File: src/jtx_consts.vh
// constants for the serial lane transmitter: register map, fields, resets, control characters
`ifndef JTX_CONSTS_VH
`define JTX_CONSTS_VH
// register addresses on the serial register port (7-bit address)
`define JTX_ADDR_PATTERN 7'h26
`define JTX_ADDR_LINK 7'h27
`define JTX_ADDR_KCFG 7'h28
`define JTX_ADDR_STATUS 7'h29
`define JTX_ADDR_ALIGN 7'h38
// register reset values
`define JTX_RST_PATTERN 8'h00
`define JTX_RST_LINK 8'h09
`define JTX_RST_KCFG 8'h1F
`define JTX_RST_ALIGN 8'h00
// field positions
`define JTX_PAT_MSB 7
`define JTX_PAT_LSB 6
`define JTX_LINK_SUB_MSB 1
`define JTX_LINK_SUB_LSB 0
`define JTX_LINK_SCR 2
`define JTX_LINK_FOUR 3
`define JTX_KCFG_MSB 4
`define JTX_ALIGN_FORCE 7
`define JTX_ALIGN_INIT_MSB 6
`define JTX_ALIGN_INIT_LSB 2
`define JTX_ALIGN_DLY_MSB 1
`define JTX_ALIGN_DLY_LSB 0
// test pattern selections and words
`define JTX_PAT_CLOCK 2'h1
`define JTX_PAT_ENCODED 2'h2
`define JTX_PAT_PRBS 2'h3
`define JTX_CLOCK_WORD 16'hAAAA
`define JTX_ENCODED_WORD 16'hF00F
`define JTX_PRBS_SEED 15'h7FFF
// control characters (K28.5, K28.0, K28.3, K28.4)
`define JTX_K_COMMA 8'hBC
`define JTX_K_START 8'h1C
`define JTX_K_END 8'h7C
`define JTX_K_CFG 8'h9C
// alignment sequence layout
`define JTX_ILAS_LAST_MF 2'h3
`define JTX_CFG_MF 2'h1
`define JTX_CFG_FIRST 6'h02
`define JTX_CFG_LAST 6'h0F
// link parameters carried in the configuration octets (ids arbitrary)
`define JTX_DID 8'h00
`define JTX_BID 8'h00
`define JTX_M_M1 8'h01
`define JTX_N_M1 8'h0F
`define JTX_NP_M1 8'h0F
`define JTX_JESDV 8'h01
`define JTX_S_M1 8'h00
`endif

File: src/jtx_link_tx.v
// serial lane transmitter: transport mapping, scrambler, 8b/10b, sync and lane alignment
// How it works
// subclass 0, 1 and 2 timing supported
// sysref or sync pulse realigns multiframe clock
// two or four lanes enabled per format
// transport maps samples or test patterns
// every octet leaves 8b/10b encoded
// optional scrambler, bypass passes octets straight
// sync high sends commas on all enabled lanes
// sync low starts alignment at multiframe boundary
// alignment lasts four multiframes of K frames
// start/end symbols, config data in second
// two pattern bits select three test patterns
// formats L4 F1 and L2 F2 mapped
// lane rate is ten times octet rate
// multiframe clock spans K frame periods
// two bits delay alignment zero-three multiframes
// sysref zeroes counter, commas stop at wrap
// force bit reloads counter from start value
`include "jtx_consts.vh"
`timescale 1ns/100ps
`default_nettype none

module jtx_link_tx (
  // clock and reset
  input wire sys_clk_i,
  input wire rst_i,
  // converter samples, sampling clock domain
  input wire [15:0] adc_a_i,
  input wire [15:0] adc_b_i,
  // alignment pins
  input wire sysref_i,
  input wire sync_i,
  // serial register port
  input wire sclk_i,
  input wire sdata_i,
  input wire sen_n_i,
  output reg sdout_o,
  // lanes: ten-bit symbols, bit 0 sent first
  output wire [39:0] lane_sym_o,
  output wire [3:0] lane_en_o
);

  ////////////////////////////////////////////////////////////////////////////////
  // pin synchronisers
  reg sclk_m, sclk_s, sclk_d; // serial clock chain plus edge history
  reg sdata_m, sdata_s; // serial data chain
  reg sen_m, sen_s; // serial enable chain, low active
  reg sysref_m, sysref_s, sysref_d; // sysref chain
  reg sync_m, sync_s, sync_d; // sync request chain

  // two flops per pin, third flop only for edge detection
  always @(posedge sys_clk_i)
  begin
    if (rst_i)
    begin
      sclk_m <= 1'b0;
      sclk_s <= 1'b0;
      sclk_d <= 1'b0;
      sdata_m <= 1'b0;
      sdata_s <= 1'b0;
      sen_m <= 1'b1;
      sen_s <= 1'b1;
      sysref_m <= 1'b0;
      sysref_s <= 1'b0;
      sysref_d <= 1'b0;
      sync_m <= 1'b0;
      sync_s <= 1'b0;
      sync_d <= 1'b0;
    end
    else
    begin
      sclk_m <= sclk_i;
      sclk_s <= sclk_m;
      sclk_d <= sclk_s;
      sdata_m <= sdata_i;
      sdata_s <= sdata_m;
      sen_m <= sen_n_i;
      sen_s <= sen_m;
      sysref_m <= sysref_i;
      sysref_s <= sysref_m;
      sysref_d <= sysref_s;
      sync_m <= sync_i;
      sync_s <= sync_m;
      sync_d <= sync_s;
    end
  end

  wire sclk_rise = sclk_s & ~sclk_d; // serial clock rising edge
  wire sclk_fall = ~sclk_s & sclk_d; // serial clock falling edge

  ////////////////////////////////////////////////////////////////////////////////
  // register file and serial port
  reg [7:0] reg_pattern; // test pattern control
  reg [7:0] reg_link; // subclass, scrambler, lane format
  reg [7:0] reg_kcfg; // frames per multiframe minus one
  reg [7:0] reg_align; // multiframe counter start and alignment delay
  reg [3:0] spi_cnt; // bit position in the 16-bit frame
  reg [14:0] spi_sh; // bits received so far
  reg [7:0] spi_rd; // read data being shifted out
  reg spi_read; // current frame is a read
  reg [7:0] rd_mux; // register read selection
  reg [1:0] state; // link state
  reg [4:0] lmfc_cnt; // frame count within multiframe

  wire [6:0] rd_addr = {spi_sh[5:0], sdata_s}; // address complete at eighth bit

  // read selection, unmapped addresses read zero
  always @*
  begin
    case (rd_addr)
      `JTX_ADDR_PATTERN: rd_mux = reg_pattern;
      `JTX_ADDR_LINK: rd_mux = reg_link;
      `JTX_ADDR_KCFG: rd_mux = reg_kcfg;
      `JTX_ADDR_STATUS: rd_mux = {lmfc_cnt, sync_s, state};
      `JTX_ADDR_ALIGN: rd_mux = reg_align;
      default: rd_mux = 8'h00;
    endcase
  end

  // frame shifter: read flag, 7-bit address, 8-bit data, msb first
  always @(posedge sys_clk_i)
  begin
    if (rst_i || sen_s)
    begin
      spi_cnt <= 4'h0;
      spi_sh <= 15'h0000;
      spi_rd <= 8'h00;
      spi_read <= 1'b0;
      sdout_o <= 1'b0;
    end
    else if (sclk_rise)
    begin
      spi_cnt <= spi_cnt + 4'h1;
      spi_sh <= {spi_sh[13:0], sdata_s};
      if (spi_cnt == 4'h7)
      begin
        spi_read <= spi_sh[6];
        spi_rd <= rd_mux;
      end
    end
    else if (sclk_fall && spi_read)
    begin
      // read data changes on falling edges, master samples on rising
      sdout_o <= spi_rd[7];
      spi_rd <= {spi_rd[6:0], 1'b0};
    end
  end

  // register writes on the sixteenth rising edge of a write frame
  always @(posedge sys_clk_i)
  begin
    if (rst_i)
    begin
      reg_pattern <= `JTX_RST_PATTERN;
      reg_link <= `JTX_RST_LINK;
      reg_kcfg <= `JTX_RST_KCFG;
      reg_align <= `JTX_RST_ALIGN;
    end
    else if (sclk_rise && !sen_s && spi_cnt == 4'hF && !spi_sh[14])
    begin
      case (spi_sh[13:7])
        `JTX_ADDR_PATTERN: reg_pattern <= {spi_sh[6:0], sdata_s};
        `JTX_ADDR_LINK: reg_link <= {spi_sh[6:0], sdata_s};
        `JTX_ADDR_KCFG: reg_kcfg <= {spi_sh[6:0], sdata_s};
        `JTX_ADDR_ALIGN: reg_align <= {spi_sh[6:0], sdata_s};
        default: reg_pattern <= reg_pattern;
      endcase
    end
  end

  // decoded configuration fields
  wire [1:0] pat_sel = reg_pattern[`JTX_PAT_MSB:`JTX_PAT_LSB];
  wire [1:0] subclass = reg_link[`JTX_LINK_SUB_MSB:`JTX_LINK_SUB_LSB];
  wire scr_en = reg_link[`JTX_LINK_SCR];
  wire four_lane = reg_link[`JTX_LINK_FOUR];
  wire [4:0] k_m1 = reg_kcfg[`JTX_KCFG_MSB:0];
  wire force_start_count = reg_align[`JTX_ALIGN_FORCE];
  wire [4:0] multiframe_counter_start_value = reg_align[`JTX_ALIGN_INIT_MSB:`JTX_ALIGN_INIT_LSB];
  wire [1:0] alignment_sequence_delay = reg_align[`JTX_ALIGN_DLY_MSB:`JTX_ALIGN_DLY_LSB];

  ////////////////////////////////////////////////////////////////////////////////
  // transport layer
  reg [14:0] prbs; // pattern generator state
  reg [15:0] src_a, src_b; // selected words per channel
  reg [15:0] hold_a, hold_b; // low octets kept for second frame octet
  reg frame_ph; // octet within frame, two-lane format only

  // advance the 2^15-1 generator by sixteen bits
  function [30:0] prbs_step;
    input [14:0] st;
    reg [14:0] s;
    reg [15:0] w;
    integer i;
    begin
      s = st;
      w = 16'h0000;
      for (i = 15; i >= 0; i = i - 1)
      begin
        w[i] = s[14] ^ s[13];
        s = {s[13:0], s[14] ^ s[13]};
      end
      prbs_step = {s, w};
    end
  endfunction

  wire [30:0] prbs_nx = prbs_step(prbs);

  // data or test pattern feeds the rest of the path
  always @*
  begin
    case (pat_sel)
      `JTX_PAT_CLOCK:
      begin
        src_a = `JTX_CLOCK_WORD;
        src_b = `JTX_CLOCK_WORD;
      end
      `JTX_PAT_ENCODED:
      begin
        src_a = `JTX_ENCODED_WORD;
        src_b = `JTX_ENCODED_WORD;
      end
      `JTX_PAT_PRBS:
      begin
        src_a = prbs_nx[15:0];
        src_b = prbs_nx[15:0];
      end
      default:
      begin
        src_a = adc_a_i;
        src_b = adc_b_i;
      end
    endcase
  end

  // capture once per frame for the two-octet format
  always @(posedge sys_clk_i)
  begin
    if (rst_i)
    begin
      prbs <= `JTX_PRBS_SEED;
      hold_a <= 16'h0000;
      hold_b <= 16'h0000;
    end
    else if (!frame_ph)
    begin
      prbs <= prbs_nx[30:16];
      hold_a <= src_a;
      hold_b <= src_b;
    end
  end

  ////////////////////////////////////////////////////////////////////////////////
  // frame and multiframe timing
  wire frame_end = four_lane | frame_ph; // last octet of a frame
  wire mf_end = frame_end & (lmfc_cnt == k_m1); // multiframe boundary follows
  wire align_ev = (subclass == 2'h1 && sysref_s && !sysref_d)
                  || (subclass == 2'h2 && sync_s && !sync_d);

  // octet phase and multiframe counter
  always @(posedge sys_clk_i)
  begin
    if (rst_i)
    begin
      frame_ph <= 1'b0;
      lmfc_cnt <= 5'h00;
    end
    else if (align_ev)
    begin
      // realign phase to this sampling edge
      frame_ph <= 1'b0;
      lmfc_cnt <= force_start_count ? multiframe_counter_start_value : 5'h00;
    end
    else
    begin
      frame_ph <= four_lane ? 1'b0 : ~frame_ph;
      if (frame_end)
        lmfc_cnt <= (lmfc_cnt == k_m1) ? 5'h00 : lmfc_cnt + 5'h01;
    end
  end

  ////////////////////////////////////////////////////////////////////////////////
  // link state machine
  localparam [1:0] ST_CGS = 2'h0; // commas
  localparam [1:0] ST_WAIT = 2'h1; // commas during extra delay
  localparam [1:0] ST_ILAS = 2'h2; // alignment sequence
  localparam [1:0] ST_DATA = 2'h3; // user data
  reg [1:0] next_state;
  reg [1:0] mf_cnt, next_mf_cnt; // multiframe count within delay or sequence

  always @*
  begin
    next_state = state;
    next_mf_cnt = mf_cnt;
    case (state)
      ST_CGS:
        if (!sync_s && mf_end)
        begin
          next_state = (alignment_sequence_delay == 2'h0) ? ST_ILAS : ST_WAIT;
          next_mf_cnt = alignment_sequence_delay - 2'h1;
          if (alignment_sequence_delay == 2'h0)
            next_mf_cnt = 2'h0;
        end
      ST_WAIT:
        if (mf_end)
        begin
          next_state = (mf_cnt == 2'h0) ? ST_ILAS : ST_WAIT;
          next_mf_cnt = mf_cnt - 2'h1;
          if (mf_cnt == 2'h0)
            next_mf_cnt = 2'h0;
        end
      ST_ILAS:
        if (mf_end)
        begin
          next_state = (mf_cnt == `JTX_ILAS_LAST_MF) ? ST_DATA : ST_ILAS;
          next_mf_cnt = mf_cnt + 2'h1;
        end
      ST_DATA:
        next_state = ST_DATA;
      default:
        next_state = ST_CGS;
    endcase
    if (sync_s)
    begin
      // a sync request always returns to commas
      next_state = ST_CGS;
      next_mf_cnt = 2'h0;
    end
  end

  // state registers
  always @(posedge sys_clk_i)
  begin
    if (rst_i)
    begin
      state <= ST_CGS;
      mf_cnt <= 2'h0;
    end
    else
    begin
      state <= next_state;
      mf_cnt <= next_mf_cnt;
    end
  end

  wire [5:0] oct_idx = four_lane ? {1'b0, lmfc_cnt} : {lmfc_cnt, frame_ph}; // octet in multiframe

  ////////////////////////////////////////////////////////////////////////////////
  // lane coding functions

  // self-synchronous scrambler 1 + x^14 + x^15, msb first
  function [22:0] scramble;
    input [7:0] d;
    input [14:0] st;
    reg [14:0] s;
    reg [7:0] o;
    integer i;
    begin
      s = st;
      o = 8'h00;
      for (i = 7; i >= 0; i = i - 1)
      begin
        o[i] = d[i] ^ s[14] ^ s[13];
        s = {s[13:0], o[i]};
      end
      scramble = {s, o};
    end
  endfunction

  // configuration octet n of the second multiframe, last one is the checksum
  function [7:0] cfg_octet;
    input [3:0] n;
    input [7:0] lid;
    reg [7:0] lm1, fm1;
    begin
      lm1 = four_lane ? 8'h03 : 8'h01;
      fm1 = four_lane ? 8'h00 : 8'h01;
      case (n)
        4'h0: cfg_octet = `JTX_DID;
        4'h1: cfg_octet = `JTX_BID;
        4'h2: cfg_octet = lid;
        4'h3: cfg_octet = {scr_en, 2'h0, lm1[4:0]};
        4'h4: cfg_octet = fm1;
        4'h5: cfg_octet = {3'h0, k_m1};
        4'h6: cfg_octet = `JTX_M_M1;
        4'h7: cfg_octet = `JTX_N_M1;
        4'h8: cfg_octet = {1'b0, subclass, 5'h00} | `JTX_NP_M1;
        4'h9: cfg_octet = (`JTX_JESDV << 5) | `JTX_S_M1;
        4'hD: cfg_octet = `JTX_DID + `JTX_BID + lid + {7'h00, scr_en} + lm1 + fm1
                          + {3'h0, k_m1} + `JTX_M_M1 + `JTX_N_M1 + `JTX_NP_M1
                          + {6'h00, subclass} + `JTX_JESDV + `JTX_S_M1;
        default: cfg_octet = 8'h00;
      endcase
    end
  endfunction

  // 5b/6b codes at negative disparity, entry n sits at bits 6n+5..6n
  localparam [191:0] S6_TAB = {6'h2B, 6'h1E, 6'h2E, 6'h0E, 6'h36, 6'h16, 6'h26, 6'h33,
    6'h3A, 6'h1A, 6'h2A, 6'h0B, 6'h32, 6'h13, 6'h23, 6'h1B,
    6'h17, 6'h1C, 6'h2C, 6'h0D, 6'h34, 6'h15, 6'h25, 6'h39,
    6'h38, 6'h19, 6'h29, 6'h35, 6'h31, 6'h2D, 6'h1D, 6'h27};

  // 8b/10b: result is {running disparity after, jhgf iedcba}
  function [10:0] encode;
    input [7:0] d;
    input kf;
    input rd;
    reg [5:0] s6;
    reg [3:0] s4;
    reg [2:0] w6, w4;
    reg rdm, alt;
    begin
      s6 = S6_TAB[d[4:0] * 6 +: 6];
      if (kf)
        s6 = 6'h0F;
      w6 = s6[0] + s6[1] + s6[2] + s6[3] + s6[4] + s6[5];
      if (rd && (w6 != 3'h3 || s6 == 6'h38))
        s6 = ~s6;
      rdm = (w6 != 3'h3) ? ~rd : rd;
      alt = (d[7:5] == 3'h7) && (kf || (!rdm && (d[4:0] == 5'h11 || d[4:0] == 5'h12
            || d[4:0] == 5'h14)) || (rdm && (d[4:0] == 5'h0B || d[4:0] == 5'h0D
            || d[4:0] == 5'h0E)));
      case (d[7:5])
        3'h0: s4 = 4'hB;
        3'h1: s4 = 4'h9;
        3'h2: s4 = 4'h5;
        3'h3: s4 = 4'hC;
        3'h4: s4 = 4'hD;
        3'h5: s4 = 4'hA;
        3'h6: s4 = 4'h6;
        default: s4 = alt ? 4'h7 : 4'hE;
      endcase
      w4 = s4[0] + s4[1] + s4[2] + s4[3];
      if (rdm && (w4 != 3'h2 || s4 == 4'hC))
        s4 = ~s4;
      else if (kf && !rdm && w4 == 3'h2 && d[7:5] != 3'h3)
        s4 = ~s4;
      encode = {(w4 != 3'h2) ? ~rdm : rdm, s4[0], s4[1], s4[2], s4[3],
                s6[0], s6[1], s6[2], s6[3], s6[4], s6[5]};
    end
  endfunction

  ////////////////////////////////////////////////////////////////////////////////
  // per-lane octet selection, scrambling and coding
  genvar gi;
  generate
    for (gi = 0; gi < 4; gi = gi + 1)
    begin : g_lane
      localparam [7:0] LANE_ID = gi;
      wire on = four_lane | (gi < 2);
      wire [15:0] cur = (four_lane ? (gi >= 2) : (gi == 1)) ? src_b : src_a;
      wire [15:0] held = (gi == 1) ? hold_b : hold_a;
      // one octet per frame per lane, or msb then lsb over two
      wire [7:0] dat = four_lane ? ((gi % 2 == 1) ? cur[7:0] : cur[15:8])
                                 : (frame_ph ? held[7:0] : cur[15:8]);
      reg [14:0] scr_st; // scrambler history
      reg rd; // running disparity, 1 is positive
      reg [7:0] oct; // octet to encode
      reg kf; // octet is a control character
      reg [9:0] sym; // registered symbol
      reg en; // registered lane enable
      wire [22:0] scr_nx = scramble(dat, scr_st);
      wire [10:0] code = encode(oct, kf, rd);

      // octet source by link state
      always @*
      begin
        oct = `JTX_K_COMMA;
        kf = 1'b1;
        case (state)
          ST_ILAS:
            if (oct_idx == 6'h00)
              oct = `JTX_K_START;
            else if (mf_end)
              oct = `JTX_K_END;
            else if (mf_cnt == `JTX_CFG_MF && oct_idx == 6'h01)
              oct = `JTX_K_CFG;
            else if (mf_cnt == `JTX_CFG_MF && oct_idx >= `JTX_CFG_FIRST
                     && oct_idx <= `JTX_CFG_LAST)
            begin
              oct = cfg_octet(oct_idx[3:0] - 4'h2, LANE_ID);
              kf = 1'b0;
            end
            else
            begin
              oct = {2'h0, oct_idx};
              kf = 1'b0;
            end
          ST_DATA:
          begin
            oct = scr_en ? scr_nx[7:0] : dat;
            kf = 1'b0;
          end
          default:
            kf = 1'b1;
        endcase
      end

      // symbol, disparity and scrambler registers
      always @(posedge sys_clk_i)
      begin
        if (rst_i)
        begin
          scr_st <= 15'h0000;
          rd <= 1'b0;
          sym <= 10'h000;
          en <= 1'b0;
        end
        else
        begin
          en <= on;
          if (state == ST_DATA && scr_en)
            scr_st <= scr_nx[22:8];
          if (on)
          begin
            sym <= code[9:0];
            rd <= code[10];
          end
          else
            sym <= 10'h000;
        end
      end

      assign lane_sym_o[gi*10 +: 10] = sym;
      assign lane_en_o[gi] = en;
    end
  endgenerate

endmodule // jtx_link_tx

`default_nettype wire

File: config.mk
export PLATFORM = sky130hd
export DESIGN_NAME = jtx_link_tx
export DESIGN_NICKNAME = d
export VERILOG_FILES = /design/src/jtx_link_tx.v
export VERILOG_INCLUDE_DIRS = /design/src
export SDC_FILE = /design/constraint.sdc
export NUM_CORES = 1
export LEC_CHECK = 0
export BUFFER_PORTS_ARGS = -buffer_cell sky130_fd_sc_hd__buf_2
export CAP_MARGIN = 10
export CORE_UTILIZATION = 30
export DETAILED_ROUTE_END_ITERATION = 7
export GPL_ROUTABILITY_DRIVEN = 0
export HOLD_SLACK_MARGIN = 0.05
export PLACE_DENSITY = 0.53
export SYNTH_ARGS = -nofsm -noshare
export SYNTH_HDL_FRONTEND = slang
export SYNTH_SLANG_ARGS = --single-unit
File: constraint.sdc
create_clock -name sys_clk_i -period 8.8 [get_ports sys_clk_i]
set_input_delay 0.88 -clock sys_clk_i [delete_from_list [all_inputs] [get_ports sys_clk_i]]
set_output_delay 0.88 -clock sys_clk_i [all_outputs]
set_load 0.005 [all_outputs]
==> impl_metrics.env <==
export IMPL_status="finished with violations"
export IMPL_violations="DRC"
export IMPL_dp_cells=2779
export IMPL_top_layer="met4"
export IMPL_drt_first_pass_iters=8
export IMPL_relSlewSlack=0.08920
export IMPL_ys_seq_area_frac=0.2754
export IMPL_drt_antenna_violating_nets=0
export IMPL_critical_path_class="register to register"
export IMPL_critPathArrivalTime_ps=8860
export IMPL_multi_input_area_sq_um=11350
export IMPL_synth_avg_cell_area_sq_um=7.980
export IMPL_cts_tree="built"
export IMPL_leakage_nw=7.828
export IMPL_drt_wl_total_mm=51.93
export IMPL_clock_sinks=221
export IMPL_rrSetupSlack_ps=390
export IMPL_min_path_type="register to register"
export IMPL_maxCapViolCount=0
export IMPL_layout_common_cells="258 x nand2_1, 214 x dfxtp_1, 202 x nor2_1"
export IMPL_fillers=5466
export IMPL_vias_per_cell=5.335
export IMPL_cts_root_buf="clkbuf_16"
export IMPL_drt_iter0_drc=1356
export IMPL_clk_pin_slew_ps=60
export IMPL_dp_hpwl_mm=37.98
export IMPL_whs_ps=412.2
export IMPL_path_max_fanout=10
export IMPL_ctsHoldBuffers=0
export IMPL_layoutNonFillerInstCount=2861
export IMPL_wl_met1_mm=24.42
export IMPL_track_usage=0.1838
export IMPL_synth_cell_types=101
export IMPL_initial_core_util=0.3044
export IMPL_diodes=0
export IMPL_ir_drop_mv=0.1354
export IMPL_ff_latch_area_sq_um=4436
export IMPL_finalInstanceArea_sq_um=19440
export IMPL_cp_buffers_inverters=4
export IMPL_dr_wl_met3_mm=3.154
export IMPL_tightest_slew_ps=1366
export IMPL_final_common_cell="nand2_1"
export IMPL_die_width_microns=233.4
export IMPL_worstSetupStartpointType="register"
export IMPL_final_max_slew_viol_count=0
export IMPL_power_total_mw=2.683
export IMPL_cts_made_buffers=27
export IMPL_wl_met2_mm=23.02
export IMPL_grt_pass1_vias=14150
export IMPL_overflow=0
export IMPL_critPathTopFamily="adder cells"
export IMPL_fin_skew_ps=23.06
export IMPL_die_area_sq_um=54470
export IMPL_grt_pass1_wl_mm=79.43
export IMPL_port_buffers=83
export IMPL_synthFlopType="dfxtp_1"
export IMPL_cp_required_ps=9240
export IMPL_min_period_over_period=0.9561
export IMPL_post_route_util=0.3684
export IMPL_grt_max_degree=95
export IMPL_max_freq_mhz=118.9
export IMPL_synth_net_count=2154
export IMPL_vias=15260
export IMPL_endpoint_kind="register"
export IMPL_ys_ff_latch=221
export IMPL_period_minus_slack_ps=8414
export IMPL_area_growth_syn_to_layout_pct=21.02
export IMPL_finalSetupViolations=0
export IMPL_rows=84
export IMPL_finalNetCount=2296
export IMPL_clock_latency_ps=600
export IMPL_antenna_found_initial=0
export IMPL_synth_async_reset_ratio=0
export IMPL_ios=84
export IMPL_drive_above_1_share=0.1970
export IMPL_synth_edf_count=0
export IMPL_htree_levels=1
export IMPL_die_h_microns=233.4
export IMPL_core_area_sq_um=52760
export IMPL_critical_path_max_stage_delay_ps=760
export IMPL_powerDensity_nw_per_um2=138.0
export IMPL_post_dp_cell_area_sq_um=17770
export IMPL_synth_cells=2013
export IMPL_crit_slowest_cell="ha_1"
export IMPL_yosys_warnings=0
export IMPL_drc=14
export IMPL_hold_viol_final=0
export IMPL_clockBufferDepth=3
export IMPL_netlist_area_sq_um=16060
export IMPL_wire_per_inst_microns=18.15
==> worst register-to-register path, delay by kind of cell (launching register included) <==
family                   cells  cell delay (ps)
AND/OR/NAND/NOR              9             1410
XOR/XNOR                     1              160
buffers and inverters        4              610
adder cells (fa/ha/maj)      8             3200
AO/OA/AOI/OAI                9             2410
flip-flops                   1              470
==> logic make-up (layout without fill, tap and decap cells) <==
kind of cell / Yosys count / after routing / synth area share
buffers and inverters: 199 / 358 / 0.05196
flip-flops: 221 / 221 / 0.2754
adder cells (fa/ha/maj): 103 / 103 / 0.09269
multiplexers: 77 / 77 / 0.04993
XOR/XNOR: 158 / 158 / 0.08747
AO/OA/AOI/OAI: 536 / 537 / 0.2367
AND/OR/NAND/NOR: 719 / 719 / 0.2058
==> power breakdown <==
part           switching (mW)  internal [mW]  total [mW]  leakage, nW
Clock                   0.469          0.680        1.15        0.444
Sequential             0.0534           1.06        1.11         1.81
Combinational           0.243          0.180       0.423         5.58
==> cell type report <==
cell class,count,share of cell area
flip-flops and latches,221,0.2282
multi-input cells,1594,0.5840
clock buffers,40,0.04087
well taps,688,0.04428
clock inverters,7,0.005342
repair buffers,233,0.08200
inverters,78,0.01532
==> cell usage after synthesis (6+ instances only) <==
library cell  count  area share
nand2_1         259       0.061
dfxtp_1         221        0.28
nor2_1          213       0.050
a21oi_1         141       0.044
xor2_1           84       0.046
clkbuf_1         76       0.018
ha_1             75       0.058
o21ai_0          75       0.023
inv_1            74       0.017
xnor2_1          72       0.039
mux2i_1          70       0.044
a211oi_1         50       0.023
nand3_1          49       0.015
nor3_1           46       0.014
nor2b_1          32       0.012
a221oi_1         29       0.016
fa_1             27       0.034
a21o_1           22       0.010
a31oi_1          22      0.0086
nand2b_1         19      0.0074
buf_2            18      0.0056
o211ai_1         17      0.0079
and2_1           15      0.0058
nor3b_1          14      0.0065
o21a_1           14      0.0065
a311oi_1         13      0.0071
buf_1            13      0.0030
a22oi_1          10      0.0047
o31ai_1          10      0.0047
or2_2            10      0.0039
or3_1            10      0.0039
a211o_1           9      0.0049
buf_4             9      0.0042
nand4_1           8      0.0031
o22ai_1           8      0.0031
a22o_1            7      0.0038
and3_1            7      0.0027
nor4_1            7      0.0027
o221ai_1          7      0.0038
o2bb2ai_1         7      0.0038
o2111ai_1         6      0.0033
o211a_1           6      0.0037
==> state kept, by name, summed over array words and instances (netlist names), 4 cells and up <==
name and flops:
reg_kcfg 8, prbs 15, g_lane.sym 40, g_lane.held 16, reg_link 8, g_lane.scr_st 60, spi_rd 8, reg_align 8
g_lane.rd 4, lmfc_cnt 5, spi_sh 15, reg_pattern 8, spi_cnt 4
==> per-layer routing <==
| metal | vias to the layer above | track usage |
|---|---|---|
| met3 | 84 | 0.02551 |
| li1 | 7438 | - |
| met2 | 458 | 0.2889 |
| met5 | - | 0 |
| met1 | 7283 | 0.2592 |
| met4 | 0 | 0.05337 |
==> what timing repair did <==
item                       CTS  global route
setup buffers                4            29
setup endpoints to repair    7            18
pin swaps                    2            44
cloned                       0             2
gates resized for setup      8           102
==> through the flow <==
step,worst slack (ps),setup TNS [ps]
detailed placement,-183.4,-520.0
global placement,73.04,0
floorplan,4.166,0
finish,386.3,0
global route,-61.44,-300.7
CTS,2.197,0
==> path summary, 6_finish.rpt <==
check | startpoint | cells past startpoint | to
setup / recovery | state[1] | 31 | g_lane[0].sym[9]
hold / removal | sen_m | 1 | sen_s
setup reg to reg | state[1] | 31 | g_lane[0].sym[9]
hold reg to reg | sen_m | 1 | sen_s
No activity file was read; power rests on OpenSTA's default activity.
